==> src/logic/mfps_cfg.svh <==
// Offsets, field positions, reset values and pin map of the pin select block
`ifndef MFPS_CFG_SVH
`define MFPS_CFG_SVH

// Register indexes behind the index/data configuration port
`define MFPS_IDX_SEL_A 8'h29
`define MFPS_IDX_SEL_B 8'h2A
`define MFPS_IDX_SEL_C 8'h2B

// Reset values of the three select registers
`define MFPS_RST_SEL_A 8'h6F
`define MFPS_RST_SEL_B 8'h0F
`define MFPS_RST_SEL_C 8'h0F

// Configuration port addresses
`define MFPS_PORT_IDX_STD 16'h002E
`define MFPS_PORT_DAT_STD 16'h002F
`define MFPS_PORT_IDX_ALT 16'h004E
`define MFPS_PORT_DAT_ALT 16'h004F

// Field positions in select register b
`define MFPS_B_LINK_ALT 6
`define MFPS_B_SBY_LED 5
`define MFPS_B_RST_CONN 4
`define MFPS_B_SUPPLY_SW 3
`define MFPS_B_FLOPPY 2
`define MFPS_B_SER2_MODEM 1
`define MFPS_B_SER2_DATA 0

// Pad numbers; pads 0..7 follow register a, pads 8..15 register c
`define MFPS_PIN_LINK_CLK 0
`define MFPS_PIN_LINK_DAT 1
`define MFPS_PIN_FAN1 2
`define MFPS_PIN_BEEPER_OUT 3
`define MFPS_PIN_ALERT 5

// Positions on the alternate-function port
`define MFPS_ALT_LINK_CLK 0
`define MFPS_ALT_LINK_DAT 1
`define MFPS_ALT_RST_CONN 2
`define MFPS_ALT_SUPPLY_SW 3
`define MFPS_ALT_SBY_LED 4

// Dedicated functions that are inputs, and their idle levels
`define MFPS_FUNC_IS_IN 16'h3900
`define MFPS_FUNC_IDLE 16'h2800

`endif

==> src/logic/mfps_pkg.sv <==
// Types shared by the pin select block
package mfps_pkg;

    typedef logic [15:0] mfps_pins_t;

    typedef enum logic [2:0] {
        MFPS_ACC_NONE = 3'b000,
        MFPS_ACC_IDX_WR = 3'b001,
        MFPS_ACC_IDX_RD = 3'b010,
        MFPS_ACC_DAT_WR = 3'b011,
        MFPS_ACC_DAT_RD = 3'b100
    } mfps_acc_t;

    typedef struct packed {
        mfps_pins_t stage1;
        mfps_pins_t stage2;
    } mfps_sync_t;

    typedef struct packed {
        logic [7:0] sel_a;
        logic [7:0] sel_b;
        logic [7:0] sel_c;
        logic [7:0] index;
        logic alt_port;
        logic strap_done;
        mfps_pins_t pad_out;
        mfps_pins_t pad_oe_n;
        mfps_pins_t func_in;
        mfps_pins_t gpio_in;
        logic [1:0] link_in;
        logic [7:0] rdata;
        logic rvalid;
        logic rhit;
    } mfps_state_t;

endpackage

==> src/logic/mfps_sync.sv <==
// Two-stage synchroniser for the pad inputs
`timescale 1ns/100ps
`include "mfps_cfg.svh"

module mfps_sync (
    input wire logic clk_in,
    input wire logic reset_n_in,
    input wire mfps_pkg::mfps_pins_t d_in,
    output mfps_pkg::mfps_pins_t q_out
);
    import mfps_pkg::*;

    mfps_sync_t st_r;
    mfps_sync_t st_nxt;

    // First stage feeds only the second stage
    always_comb begin
        st_nxt = st_r;
        st_nxt.stage1 = d_in;
        st_nxt.stage2 = st_r.stage1;
    end

    always_ff @(posedge clk_in or negedge reset_n_in) begin
        if (!reset_n_in) begin
            st_r <= '0;
        end else begin
            st_r <= st_nxt;
        end
    end

    assign q_out = st_r.stage2;

endmodule

==> src/logic/mfps_cfg_port.sv <==
// Address decode of the index/data configuration port pair
`timescale 1ns/100ps
`include "mfps_cfg.svh"

module mfps_cfg_port (
    input wire logic [15:0] io_addr_in,
    input wire logic io_wr_in,
    input wire logic io_rd_in,
    input wire logic alt_port_in,
    output mfps_pkg::mfps_acc_t acc_out
);
    import mfps_pkg::*;

    function automatic logic port_match(input logic [15:0] addr,
                                        input logic alt,
                                        input logic [15:0] std_a,
                                        input logic [15:0] alt_a);
        port_match = alt ? (addr == alt_a) : (addr == std_a);
    endfunction

    logic idx_hit;
    logic dat_hit;

    // Only the selected pair answers; the other pair is ignored
    assign idx_hit = port_match(io_addr_in, alt_port_in,
                                `MFPS_PORT_IDX_STD, `MFPS_PORT_IDX_ALT);
    assign dat_hit = port_match(io_addr_in, alt_port_in,
                                `MFPS_PORT_DAT_STD, `MFPS_PORT_DAT_ALT);

    // A write wins when both strobes are high
    always_comb begin
        acc_out = MFPS_ACC_NONE;
        if (io_wr_in && idx_hit) begin
            acc_out = MFPS_ACC_IDX_WR;
        end else if (io_wr_in && dat_hit) begin
            acc_out = MFPS_ACC_DAT_WR;
        end else if (io_rd_in && idx_hit) begin
            acc_out = MFPS_ACC_IDX_RD;
        end else if (io_rd_in && dat_hit) begin
            acc_out = MFPS_ACC_DAT_RD;
        end
    end

endmodule

==> src/logic/mfps_pin_select.sv <==
// Shared pad function select with its three configuration registers
`timescale 1ns/100ps
`include "mfps_cfg.svh"

module mfps_pin_select (
    input wire logic clk_in,
    input wire logic reset_n_in,
    input wire logic [15:0] io_addr_in,
    input wire logic io_wr_in,
    input wire logic io_rd_in,
    input wire logic [7:0] io_wdata_in,
    output logic [7:0] io_rdata_out,
    output logic io_rvalid_out,
    output logic io_rhit_out,
    input wire logic alt_config_port_select_in,
    input wire mfps_pkg::mfps_pins_t pad_in,
    output mfps_pkg::mfps_pins_t pad_out,
    output mfps_pkg::mfps_pins_t pad_oe_n_out,
    input wire mfps_pkg::mfps_pins_t func_out_in,
    output mfps_pkg::mfps_pins_t func_in_out,
    input wire logic [4:0] alt_out_in,
    input wire logic [1:0] alt_oe_n_in,
    output logic [1:0] link_in_out,
    input wire mfps_pkg::mfps_pins_t gpio_out_in,
    input wire mfps_pkg::mfps_pins_t gpio_oe_in,
    output mfps_pkg::mfps_pins_t gpio_in_out,
    output logic floppy_disable_out,
    output logic serial2_modem_gpio_out,
    output logic serial2_data_gpio_out,
    output logic serial2_disable_out
);
    import mfps_pkg::*;

    mfps_state_t st_r;
    mfps_state_t st_nxt;
    mfps_acc_t acc;
    mfps_pins_t pin_s;
    mfps_pins_t alt_m;
    mfps_pins_t gpio_m;
    mfps_pins_t func_m;
    mfps_pins_t alt_o;
    mfps_pins_t alt_oe_n;
    localparam mfps_pins_t func_is_in = `MFPS_FUNC_IS_IN;

    mfps_cfg_port u_port (
        .io_addr_in(io_addr_in),
        .io_wr_in(io_wr_in),
        .io_rd_in(io_rd_in),
        .alt_port_in(st_r.alt_port),
        .acc_out(acc)
    );

    // Pads come from outside the clock domain
    mfps_sync u_sync (
        .clk_in(clk_in),
        .reset_n_in(reset_n_in),
        .d_in(pad_in),
        .q_out(pin_s)
    );

    function automatic logic idx_hit(input logic [7:0] idx);
        idx_hit = (idx == `MFPS_IDX_SEL_A) || (idx == `MFPS_IDX_SEL_B) ||
                  (idx == `MFPS_IDX_SEL_C);
    endfunction

    function automatic logic [7:0] reg_read(input mfps_state_t s);
        case (s.index)
            `MFPS_IDX_SEL_A: begin
                reg_read = s.sel_a;
            end
            `MFPS_IDX_SEL_B: begin
                reg_read = s.sel_b;
            end
            `MFPS_IDX_SEL_C: begin
                reg_read = s.sel_c;
            end
            default: begin
                reg_read = 8'h00;
            end
        endcase
    endfunction

    // Pads taken over by a priority enable of register b
    function automatic mfps_pins_t alt_mask(input logic [7:0] b);
        alt_mask = '0;
        alt_mask[`MFPS_PIN_LINK_CLK] = b[`MFPS_B_LINK_ALT];
        alt_mask[`MFPS_PIN_LINK_DAT] = b[`MFPS_B_LINK_ALT];
        alt_mask[`MFPS_PIN_FAN1] = b[`MFPS_B_RST_CONN];
        alt_mask[`MFPS_PIN_BEEPER_OUT] = b[`MFPS_B_SUPPLY_SW];
        alt_mask[`MFPS_PIN_ALERT] = b[`MFPS_B_SBY_LED];
    endfunction

    assign alt_m = alt_mask(st_r.sel_b);

    // Priority enables override the per-pad general-purpose selects
    always_comb begin
        gpio_m[7] = st_r.sel_a[7];
        gpio_m[6] = st_r.sel_a[6];
        gpio_m[5] = st_r.sel_a[5] & ~alt_m[5];
        gpio_m[4] = st_r.sel_a[4];
        gpio_m[3] = st_r.sel_a[3] & ~alt_m[3];
        gpio_m[2] = st_r.sel_a[2] & ~alt_m[2];
        gpio_m[1] = st_r.sel_a[1] & ~alt_m[1];
        gpio_m[0] = st_r.sel_a[0] & ~alt_m[0];
        gpio_m[15] = st_r.sel_c[7];
        gpio_m[14] = st_r.sel_c[6];
        gpio_m[13] = st_r.sel_c[5];
        gpio_m[12] = st_r.sel_c[4];
        gpio_m[11] = st_r.sel_c[3];
        gpio_m[10] = st_r.sel_c[2];
        gpio_m[9] = st_r.sel_c[1];
        gpio_m[8] = st_r.sel_c[0];
    end

    assign func_m = ~gpio_m & ~alt_m;

    // Alternate functions spread onto their pad positions
    always_comb begin
        alt_o = '0;
        alt_oe_n = '0;
        alt_o[`MFPS_PIN_LINK_CLK] = alt_out_in[`MFPS_ALT_LINK_CLK];
        alt_o[`MFPS_PIN_LINK_DAT] = alt_out_in[`MFPS_ALT_LINK_DAT];
        alt_o[`MFPS_PIN_FAN1] = alt_out_in[`MFPS_ALT_RST_CONN];
        alt_o[`MFPS_PIN_BEEPER_OUT] = alt_out_in[`MFPS_ALT_SUPPLY_SW];
        alt_o[`MFPS_PIN_ALERT] = alt_out_in[`MFPS_ALT_SBY_LED];
        // Link lines are open drain, so their enables come from the link
        alt_oe_n[`MFPS_PIN_LINK_CLK] = alt_oe_n_in[`MFPS_ALT_LINK_CLK];
        alt_oe_n[`MFPS_PIN_LINK_DAT] = alt_oe_n_in[`MFPS_ALT_LINK_DAT];
    end

    always_comb begin
        st_nxt = st_r;
        st_nxt.rvalid = 1'b0;
        // Port strap is caught once, on the first edge after reset release
        if (!st_r.strap_done) begin
            st_nxt.alt_port = alt_config_port_select_in;
            st_nxt.strap_done = 1'b1;
        end
        case (acc)
            MFPS_ACC_IDX_WR: begin
                st_nxt.index = io_wdata_in;
            end
            MFPS_ACC_DAT_WR: begin
                // Every bit is stored, reserved bit 7 of b included
                case (st_r.index)
                    `MFPS_IDX_SEL_A: begin
                        st_nxt.sel_a = io_wdata_in;
                    end
                    `MFPS_IDX_SEL_B: begin
                        st_nxt.sel_b = io_wdata_in;
                    end
                    `MFPS_IDX_SEL_C: begin
                        st_nxt.sel_c = io_wdata_in;
                    end
                    default: begin
                    end
                endcase
            end
            MFPS_ACC_IDX_RD: begin
                st_nxt.rdata = st_r.index;
                st_nxt.rhit = 1'b1;
                st_nxt.rvalid = 1'b1;
            end
            MFPS_ACC_DAT_RD: begin
                // Other indexes belong to other blocks; answer zero, no hit
                st_nxt.rdata = reg_read(st_r);
                st_nxt.rhit = idx_hit(st_r.index);
                st_nxt.rvalid = 1'b1;
            end
            default: begin
            end
        endcase
        // Pad drive, one cycle behind the selects and the sources
        for (int i = 0; i < 16; i++) begin
            if (alt_m[i]) begin
                st_nxt.pad_out[i] = alt_o[i];
                st_nxt.pad_oe_n[i] = alt_oe_n[i];
            end else if (gpio_m[i]) begin
                st_nxt.pad_out[i] = gpio_out_in[i];
                st_nxt.pad_oe_n[i] = ~gpio_oe_in[i];
            end else begin
                st_nxt.pad_out[i] = func_out_in[i];
                st_nxt.pad_oe_n[i] = func_is_in[i];
            end
        end
        // Unrouted inputs idle so controllers see no false edges
        st_nxt.func_in = (pin_s & func_m & `MFPS_FUNC_IS_IN) |
                         (`MFPS_FUNC_IDLE & ~func_m);
        st_nxt.gpio_in = pin_s & gpio_m;
        st_nxt.link_in = st_r.sel_b[`MFPS_B_LINK_ALT] ?
                         pin_s[1:0] : 2'b11;
    end

    always_ff @(posedge clk_in or negedge reset_n_in) begin
        if (!reset_n_in) begin
            st_r.sel_a <= `MFPS_RST_SEL_A;
            st_r.sel_b <= `MFPS_RST_SEL_B;
            st_r.sel_c <= `MFPS_RST_SEL_C;
            st_r.index <= 8'h00;
            st_r.alt_port <= 1'b0;
            st_r.strap_done <= 1'b0;
            st_r.pad_out <= 16'h0000;
            st_r.pad_oe_n <= 16'hFFFF;
            st_r.func_in <= `MFPS_FUNC_IDLE;
            st_r.gpio_in <= 16'h0000;
            st_r.link_in <= 2'b11;
            st_r.rdata <= 8'h00;
            st_r.rvalid <= 1'b0;
            st_r.rhit <= 1'b0;
        end else begin
            st_r <= st_nxt;
        end
    end

    assign io_rdata_out = st_r.rdata;
    assign io_rvalid_out = st_r.rvalid;
    assign io_rhit_out = st_r.rhit;
    assign pad_out = st_r.pad_out;
    assign pad_oe_n_out = st_r.pad_oe_n;
    assign func_in_out = st_r.func_in;
    assign gpio_in_out = st_r.gpio_in;
    assign link_in_out = st_r.link_in;
    assign floppy_disable_out = st_r.sel_b[`MFPS_B_FLOPPY];
    assign serial2_modem_gpio_out = st_r.sel_b[`MFPS_B_SER2_MODEM];
    assign serial2_data_gpio_out = st_r.sel_b[`MFPS_B_SER2_DATA];
    assign serial2_disable_out = st_r.sel_b[`MFPS_B_SER2_MODEM] &
                                 st_r.sel_b[`MFPS_B_SER2_DATA];
endmodule

==> config.mk <==
export PLATFORM = sky130hd
export DESIGN_NAME = mfps_pin_select
export DESIGN_NICKNAME = d
export VERILOG_FILES = /design/src/logic/mfps_pkg.sv /design/src/logic/mfps_sync.sv /design/src/logic/mfps_cfg_port.sv /design/src/logic/mfps_pin_select.sv
export VERILOG_INCLUDE_DIRS = /design/src /design/src/logic
export SDC_FILE = /design/constraint.sdc
export NUM_CORES = 1
export LEC_CHECK = 0
export ABC_AREA = 1
export BUFFER_PORTS_ARGS = -buffer_cell sky130_fd_sc_hd__buf_2
export CORE_MARGIN = 5
export CORE_UTILIZATION = 52
export CTS_BUF_LIST = sky130_fd_sc_hd__clkbuf_8
export DETAILED_ROUTE_END_ITERATION = 10
export GPL_ROUTABILITY_DRIVEN = 1
export GPL_TIMING_DRIVEN = 0
export HOLD_SLACK_MARGIN = 0.02
export PLACE_DENSITY_LB_ADDON = 0.05
export SYNTH_ARGS = -nofsm -noshare
export SYNTH_HDL_FRONTEND = slang
export SYNTH_HIERARCHICAL = 1
export SYNTH_SLANG_ARGS = --single-unit
==> constraint.sdc <==
create_clock -name clk_in -period 2.1 [get_ports clk_in]
set_input_delay 0.105 -clock clk_in [delete_from_list [all_inputs] [get_ports clk_in]]
set_output_delay 0.105 -clock clk_in [all_outputs]
set_load 0.005 [all_outputs]
* Word-level counts from Yosys, hierarchy flattened *
Index checks and enable logic that the tools add are counted.

cells by class
  equality and inequality tests = 11
  muxes and demuxes = 51
  bitwise gates (word level) = 33
  reductions and logical operators = 10

operators with widths
  cell                                            count
  two-way mux 1 bit                               44
  == test 16 x 6 -> 1 bit, second input constant  2
  == test 16 x 7 -> 1 bit, second input constant  2
  AND 14 bit                                      2
  inverter 14 bit                                 2
  == test 8 x 6 -> 1 bit, second input constant   3
  case mux 8 bit (3 select lines)                 1
  inverter 1 bit                                  20
  case mux 10 bit (2 select lines)                1
  AND 16 bit                                      1
  inverter 6 -> 14 bit                            1
  bitwise OR 14 bit                               1
  two-way mux 3 bit                               4
  AND 1 bit                                       6
  == test 3 x 2 -> 1 bit, second input constant   2
  AND reduction 2 bit                             3
  logical AND 1 bit                               4
  == test 3 x 1 -> 1 bit, second input constant   1
  == test 3 bit, second input constant            1
  logical OR 1 bit                                2
  two-way mux 2 bit                               1
  nonzero test 2 bit                              1

storage, ports and cells
  bits in registers = 140
  input bits = 100
  output and inout port bits = 80
  word-level logic and storage cells = 121

* Depth between registers and ports, before layout *
Gate-level depths: netlist of run 1.

  depth in word-level cells = 9
  mapped depth = 15

* Modules after synthesis *
Netlist of run 1, hierarchy kept.

modules (own cells, without submodules)
  module           instances  cells each  area an instance (um^2)
  mfps_pin_select  1          477         4521.8
  mfps_sync        1          32          800.8
  mfps_cfg_port    1          42          201.4

* Worst setup path after synthesis of run 1 *
OpenSTA, ideal clock, no wires.

  kind = reg-to-reg
  start = reg st_r[77] in the netlist's numbering
  end = reg st_r (netlist bit gpio_m[7])
  library setup time = 0.119 ns
  arrival = 1.746 ns
  required time = 1.981 ns
  slack = 0.235 ns
  stages on the path, launching flop included = 12
  buffers on the path = 1
  clock period less this slack = 1.865 ns
  path through = dfrtp_1 -> inv_1 -> nand3_1 -> a21oi_4 -> nand3_1 -> a21oi_2 -> inv_1 -> nor3_2 -> nand3_2 -> buf_6 -> nand2_1 -> o21ai_2

on the way
  elaborated cells between the ends (all ways) = 12

RTL lines
  element                                 line                    source
  start, declared                         mfps_pin_select.sv:34   mfps_state_t st_r;
  start signal, assigned                  mfps_pin_select.sv:211  st_r <= st_nxt;
  two-way mux 1 bit                       mfps_cfg_port.sv:18     port_match = alt ? (addr == alt_a) : (addr == std_a);
  logical AND 1 bit                       mfps_cfg_port.sv:37     end else if (io_rd_in && idx_hit) begin
  two-way mux 3 bit                       mfps_cfg_port.sv:37
  two-way mux 3 bit                       mfps_cfg_port.sv:35     end else if (io_wr_in && dat_hit) begin
  two-way mux 3 bit *                     mfps_cfg_port.sv:33     if (io_wr_in && idx_hit) begin
  net acc[1]                              mfps_pin_select.sv:36   mfps_acc_t acc;
  == test 3 x 2 -> 1 bit *                mfps_pin_select.sv:139  case (acc)
  AND reduction 2 bit (no source line) *  --

Mark *: on every way through the listed nets, which the timed path passes. The rest lies on a longest branch.
A chain may end at the register's enable or synchronous reset.

* Worst setup path in the final report of run 1 *
  start = reg st_r[77] in the netlist's numbering
  end = reg st_r[101] in the netlist's numbering

Same word-level chain as after synthesis.

==> results.cfg, run 1 <==
[status]
outcome = completed

[clock_network]
clock_insertion_delay_worst_skew_ns = 0.43
cts-root-to-sink-buffers = 2
tritoncts_num_sinks = 130
clock-root-buffer = sky130_fd_sc_hd__clkbuf_8
cts_tree = done
clk_transition_reported_paths_ns = 0.08
cts.htree.levels = 4
tritoncts_buffers = 17

[detailed_routing]
drtIter0Drc = 261
ant_nets = 0
drc = 0
drt_pre_antenna_iters = 6
post_drt_via_cell_ratio = 4.570
detail_route.wirelength_mm = 13.52
wl_per_cell_um = 13.70
dr_total_vias = 4511

[global_routing]
grt_util_all_layers_pct = 21.46
grt_antenna_before_repair = 0
grt_first_pass_wirelength_mm = 21.62
grt_pass1_vias = 4690
grt_max_degree = 102
grt_overflow_total = 0

[power]
leakage_uw = 0.004177
power_density_mw_per_mm2 = 663.5
peakVddDrop_mv = 0.4342

[critical_path]
critical_path.cell_chain = inv_2, nand3_2, a21oi_4, nand4_4, a21oi_2, inv_2, nor3_4, buf_12, nand3_4, clkbuf_16, o21ai_1
critPathMaxStageDelay_ns = 0.41
critical_path_class = reg2reg
critical_path.n_buffers_inverters = 4
worstRegToRegCells = 11
kind_of_end_point_of_the_critical_path = flip-flop
critPathTopFamily = compound AO/OA/AOI/OAI gates
r2r_end = st_r[101]$_DFFE_PN0P_
worstPathMaxFanout = 8
ff2ff_setup_slack_ns = 0.06
r2r-start = st_r[77]$_DFFE_PN0N_
worst_path_max_delay_cell = sky130_fd_sc_hd__dfrtp_1
critPathArrivalTime_ns = 2.40
critPathLaunchType = flip-flop
critPathMostFrequentCell = sky130_fd_sc_hd__inv_2
crit_required_ns = 2.46

[layout]
antennaDiodeCount = 0
nNetsFinal = 938
syn_to_final_growth_pct = 46.77
drive_gt1_share_pct = 44.07

[synthesis]
synthTopCellsByArea = sky130_fd_sc_hd__dfrtp_1, sky130_fd_sc_hd__dfstp_2, sky130_fd_sc_hd__buf_4
seq_total_area_yosys_pct = 59.66
synthSimpleGateAreaFrac_pct = 16.58
synth-compound-area-share_pct = 5.708
post-synth-top-area-cell = sky130_fd_sc_hd__dfrtp_1
synth_top_family_by_area = simple AND/OR/NAND/NOR gates
muxShareOfSynthArea_pct = 1.925
synth-xor-area-share_pct = 0
netlist_area_mm2 = 0.005524
synth-adder-area-share_pct = 0
synthDistinctLibCells = 30
synth.yosys.warnings = 6
synthCells = 551
synth_area_per_cell_um2 = 10.03
postSynthRegisterBits = 130
yosysTopAreaCellShare_pct = 43.49

[floorplanning]
fp.dieW_um = 113.1
die-area_mm2 = 0.01278
start_util_pct = 53.51
number_of_core_rows = 37
floorplan.io_pins = 180
floorplan.die.height_um = 113.1
core_area_mm2 = 0.01032

[timing]
final_min_period_over_clock_period_pct = 97.02
finalWorstPathRequiredPeriod_ns = 2.037
finalClockSkew_ns = 0.006886
setup_total_negative_slack_ns = 0
holdWs_ns = 0.1169
rsz0062_at_grt = yes
finalHoldViolCount = 0
clock.fmax_ghz = 0.4908
setup_viol_count_final = 0
final_max_slew_viol_count = 0

[min_path]
hp-class = in2async

[placed_design]
io_buffers = 167
detailedPlacementHpwl_mm = 8.931
gp_congestion = 0.9126

[run]
cap_viol_max_count = 0
-- kinds of logic (layout without fill, tap and decap cells) --
group | after synthesis | count (layout)
and+or+nand+nor | 203 | 203
buffers and inverters | 153 | 442
DFF | 130 | 130
other | 2 | 13
muxes | 10 | 10
AOI/OAI and AO/OA | 53 | 53
-- state kept, by name, summed over array words and instances, names as in the netlist --
signal                  flops
st_r                       16
serial2_modem_gpio_out      1
gpio_m                     11
io_rvalid_out               1
io_rdata_out                8
u_sync/q_out               16
serial2_data_gpio_out       1
u_sync/st_nxt              16
pad_oe_n_out               16
floppy_disable_out          1
link_in_out                 2
io_rhit_out                 1
pad_out                    16
gpio_in_out                16
func_in_out                 4
alt_m                       4
-- placed cells by master (no fill, tap or decap), drive strengths merged --
| cell type | count |
|---|---|
| or2 | 3 |
| nor3 | 1 |
| o211ai | 1 |
| nand4 | 2 |
| nor2 | 36 |
| dfrtp | 96 |
| o21ai | 44 |
| a21oi | 7 |
| a21boi | 1 |
| dfstp | 34 |
| conb | 13 |
| buf | 259 |
| nand3 | 53 |
| mux2 | 5 |
| dlygate4sd3 | 76 |
| clkbuf | 22 |
| clkinvlp | 2 |
| nand2 | 108 |
| clkinv | 4 |
| inv | 74 |
| bufinv | 5 |
| mux2i | 5 |
-- Yosys cell counts --
master / count
sky130_fd_sc_hd__buf_6: 3
sky130_fd_sc_hd__mux2_2: 5
sky130_fd_sc_hd__nor2_1: 31
sky130_fd_sc_hd__nand2_2: 1
sky130_fd_sc_hd__nor2_4: 5
sky130_fd_sc_hd__a21oi_2: 1
sky130_fd_sc_hd__or2_2: 2
sky130_fd_sc_hd__o21ai_1: 18
sky130_fd_sc_hd__buf_4: 76
sky130_fd_sc_hd__o21ai_2: 8
sky130_fd_sc_hd__dfstp_2: 34
sky130_fd_sc_hd__dfrtp_1: 96
sky130_fd_sc_hd__clkbuf_1: 2
sky130_fd_sc_hd__o21ai_0: 18
sky130_fd_sc_hd__inv_2: 1
sky130_fd_sc_hd__or2_4: 1
sky130_fd_sc_hd__nand3_1: 49
sky130_fd_sc_hd__nor3_2: 1
sky130_fd_sc_hd__inv_1: 70
sky130_fd_sc_hd__nand3_2: 4
sky130_fd_sc_hd__nand4_1: 1
sky130_fd_sc_hd__mux2i_1: 5
sky130_fd_sc_hd__buf_2: 1
sky130_fd_sc_hd__a21boi_0: 1
sky130_fd_sc_hd__o211ai_1: 1
sky130_fd_sc_hd__nand4_2: 1
sky130_fd_sc_hd__a21oi_1: 5
sky130_fd_sc_hd__conb_1: 2
sky130_fd_sc_hd__nand2_1: 107
sky130_fd_sc_hd__a21oi_4: 1
-- per-stage QoR --
stage	instances	util, %	area, µm²	worst slack [ns]	power [µW]
3_3_place_gp	865	63.65	6571	-0.6780	2879
6_report	987	78.54	8108	0.06263	5380
3_5_place_dp	866	63.98	6605	-0.1190	2901
2_1_floorplan	562	-	5565	0.2352	2716
5_1_grt	987	78.54	8108	-0.08375	5575
4_1_cts	974	75.88	7834	-0.03181	5409
-- worst max path at each step --
stage / start / to / slack [ns] / depth (start not counted)
after floorplan: st_r[77]$_DFFE_PN0N_ / gpio_m[7]$_DFFE_PN0P_ / 0.24 / 11
after global placement: reset_n_in / pad_out[15]$_DFF_PN0_ / -0.68 / 1
after detailed placement: st_r[77]$_DFFE_PN0N_ / alt_m[0]$_DFFE_PN0P_ / -0.12 / 11
after CTS: st_r[77]$_DFFE_PN0N_ / alt_m[0]$_DFFE_PN0P_ / -0.03 / 11
after global routing: st_r[77]$_DFFE_PN0N_ / gpio_m[6]$_DFFE_PN1P_ / -0.08 / 11
final: st_r[77]$_DFFE_PN0N_ / st_r[101]$_DFFE_PN0P_ / 0.06 / 11
-- routing by layer --
layer  GRT usage (%)  share of wire (%)  routed length, µm
met2           38.55                 52               7084
met3           5.241                7.6               1029
met4           6.651                1.6                218
met5               0                  0                  0
met1           25.37                 38               5187
-- report_power, final --
| group | leakage (µW) | switching [µW] | internal (µW) | total [µW] |
|---|---|---|---|---|
| registers | 0.00157 | 17.2 | 2560 | 2580 |
| clock network | 0.000232 | 967 | 1440 | 2410 |
| logic | 0.00237 | 160 | 231 | 392 |
| total | 0.00418 | 1140 | 4240 | 5380 |
-- layout make-up --
class | count | area (µm²)
Buffer | 82 | 634.4
Clock buffer | 18 | 247.7
Clock inverter | 14 | 212.7
Fill cell | 685 | 2216
Inverter | 71 | 266.5
Multi-Input combinational cell | 279 | 1501
Sequential cell | 130 | 3296
Tap cell | 136 | 170.2
Timing Repair Buffer | 257 | 1779
-- repair_timing --
item | CTS | global route
cloned | 0 | 3
endpoints found under the hold margin | 169 | 0
hold buffers | 76 | 0
endpoints found under the setup margin | 24 | 41
gates resized for setup | 2 | 40
pin swaps | 0 | 6
setup buffers | 0 | 10
No activity file was read; power rests on OpenSTA's default activity.
==> run 2, diff against run 1 <==
Settings changed: BUFFER_PORTS_ARGS -buffer_cell sky130_fd_sc_hd__buf_2 to -buffer_cell sky130_fd_sc_hd__buf_4, CAP_MARGIN set to 20, RECOVER_POWER set to 100.
==> run 2 against run 1 <==
  * Combinational power grew 14%
  * Maximum frequency shrank 0.78%
  * Global-route usage barely moved
  * Clock skew rose by 0.0048 ns
  * Worst hold slack worse by 0.074 ns
  * Wire length up 4.3%
  * Via count grew 2.3%
  * Flip-flop and latch count unchanged
  * Highest routed layer unchanged
==> results.cfg, run 2 (synthesized netlist as in run 1, its figures left out) <==
[critical_path]
kind_of_end_point_of_the_critical_path = flip-flop
worst_path_max_delay_cell = sky130_fd_sc_hd__dfrtp_1
ff2ff_setup_slack_ns = 0.05
worstRegToRegCells = 11
critPathMostFrequentCell = sky130_fd_sc_hd__inv_2
worstPathMaxFanout = 7
r2r_end = alt_m[0]$_DFFE_PN0P_
critical_path_class = reg2reg
critPathMaxStageDelay_ns = 0.40
critPathLaunchType = flip-flop
critPathTopFamily = compound AO/OA/AOI/OAI gates
critPathArrivalTime_ns = 2.39
crit_required_ns = 2.44
critical_path.cell_chain = inv_2, nand3_2, a21oi_4, nand4_2, a21oi_2, inv_2, nor3_4, buf_12, nand3_4, clkbuf_16, o21ai_2
critical_path.n_buffers_inverters = 4
r2r-start = st_r[77]$_DFFE_PN0N_

[placed_design]
placement_stage_cell_area_mm2 = 0.007020
detailedPlacementHpwl_mm = 9.010
gp_congestion = 0.8872
io_buffers = 167

[layout]
mostFrequentLayoutCell = sky130_fd_sc_hd__buf_4
syn_to_final_growth_pct = 53.30
most-common-layout-cells = sky130_fd_sc_hd__buf_4, sky130_fd_sc_hd__nand2_1, sky130_fd_sc_hd__dfrtp_1
drive_gt1_share_pct = 42.42
nNetsFinal = 938
fill_cells = 616
regArea_mm2 = 0.003296
antennaDiodeCount = 0
stdcell_area_mm2 = 0.008468
multi_input_comb_area_mm2 = 0.001491

[floorplanning]
core_area_mm2 = 0.01032
floorplan.io_pins = 180
start_util_pct = 53.51
die-area_mm2 = 0.01278
number_of_core_rows = 37
floorplan.die.height_um = 113.1
fp.dieW_um = 113.1

[global_routing]
grt_antenna_before_repair = 0
grt_max_degree = 93
grt_util_all_layers_pct = 21.45
grt_pass1_vias = 4680
grt_first_pass_wirelength_mm = 21.99
grt_overflow_total = 0

[run]
cap_viol_max_count = 0

[timing]
tightest_slew_ns = 0.9772
final_min_period_over_clock_period_pct = 97.78
setup_viol_count_final = 0
worst_slew_margin_rel_pct = 34.86
final_max_slew_viol_count = 0
clock.fmax_ghz = 0.4870
finalHoldViolCount = 0
setup_total_negative_slack_ns = 0
finalWorstPathRequiredPeriod_ns = 2.053
rsz0062_at_grt = yes
finalClockSkew_ns = 0.01166

[min_path]
holdPathStages = 3
hp-class = in2reg
hold_path_end = gpio_m[12]$_DFFE_PN0P_
hold_path.startpoint = io_wdata_in[4]

[detailed_routing]
drtIter0Drc = 274
wl_per_cell_um = 14.29
post_drt_via_cell_ratio = 4.674
dr_total_vias = 4613
drt_pre_antenna_iters = 6
drc = 0
ant_nets = 0
detail_route.wirelength_mm = 14.10

[power]
peakVddDrop_mv = 0.5718
power_frac_seq_pct = 47.0
power.net_switching_uw = 1163
power_density_mw_per_mm2 = 647.7
leakage_uw = 0.004233
power_report.internal_total_uw = 4322
pwr-share-comb_pct = 8.1
p_clk_share_pct = 44.9
switching_share_pct = 21.20

[clock_network]
cts-root-to-sink-buffers = 2
tritoncts_num_sinks = 130
cts.htree.levels = 4
tritoncts_buffers = 17
clock_insertion_delay_worst_skew_ns = 0.42
cts_tree = done
clock-root-buffer = sky130_fd_sc_hd__clkbuf_8
clk_transition_reported_paths_ns = 0.07

[status]
outcome = completed
-- run 2: cell types whose count changed in the layout (fill, tap and decap cells not counted), sizes merged --
| cell | change |
|---|---|
| dlygate4sd3 | -1 |
| buf | -80 |
| inv | -1 |
| clkbuf | +82 |
-- run 2: metrics by stage --
stage / cells / utilization, % / setup WS (ns) / power [µW] / hold WS [ns]
after floorplan: 562 / - / 0.2352 / 2716 / -0.1906
after global routing: 987 / 82.03 / -0.06400 / 5684 / 0.04621
after CTS: 973 / 79.92 / -0.03067 / 5527 / 0.02025
after detailed placement: 866 / 68.00 / -0.1237 / 2963 / 0.03342
after global placement: 865 / 67.70 / -0.05810 / 2941 / 0.2143
final: 987 / 82.03 / 0.04660 / 5485 / 0.04285
-- run 2: power groups by stage --
stage / sequential [µW] / clock [µW] / combinational [µW]
floorplan: 2620 / 0 / 97.7
global placement: 2620 / 0 / 322
detailed placement: 2620 / 0 / 339
CTS: 2580 / 2500 / 451
global route: 2580 / 2610 / 489
finish: 2580 / 2460 / 446
-- run 2: routing by layer --
metal  up-vias  track usage [%]  share of wire, %
li1       2209                -                 -
met4         0            5.529               1.9
met5         -                0                 0
met3        28            4.599               6.4
met2       184            38.67                53
met1      2192            26.17                38
-- run 2: tightest hold or removal path, stage by stage --
cell and delay, ns:
sky130_fd_sc_hd__buf_4 0.08, sky130_fd_sc_hd__inv_1 0.10, sky130_fd_sc_hd__o21ai_1 0.14
-- run 2: layout make-up --
| type | count | area share (%) |
|---|---|---|
| Tap cell | 136 | 2.009 |
| Inverter | 71 | 3.147 |
| Multi-Input combinational cell | 279 | 17.61 |
| Timing Repair Buffer | 257 | 25.33 |
| Clock buffer | 19 | 3.088 |
| Buffer | 82 | 7.432 |
| Sequential cell | 130 | 38.92 |
| Clock inverter | 13 | 2.467 |
-- run 2: worst max-delay path by stage --
stage | from | endpoint | cells after the start
3_3_place_gp | st_r[77]$_DFFE_PN0N_ | alt_m[0]$_DFFE_PN0P_ | 11
6_report | st_r[77]$_DFFE_PN0N_ | alt_m[0]$_DFFE_PN0P_ | 11
3_5_place_dp | st_r[77]$_DFFE_PN0N_ | st_r[101]$_DFFE_PN0P_ | 11
2_1_floorplan | st_r[77]$_DFFE_PN0N_ | gpio_m[7]$_DFFE_PN0P_ | 11
4_1_cts | st_r[77]$_DFFE_PN0N_ | alt_m[0]$_DFFE_PN0P_ | 11
5_1_grt | st_r[77]$_DFFE_PN0N_ | alt_m[0]$_DFFE_PN0P_ | 12
-- run 2: what timing repair did --
action                                 4_1_cts  5_1_grt
pin swaps                                    0        5
gates cloned                                 0        3
resized for setup                            3       30
setup endpoints to repair                   24       41
endpoints found under the hold margin       98        0
hold buffers                                75        0
setup buffers                                0       11
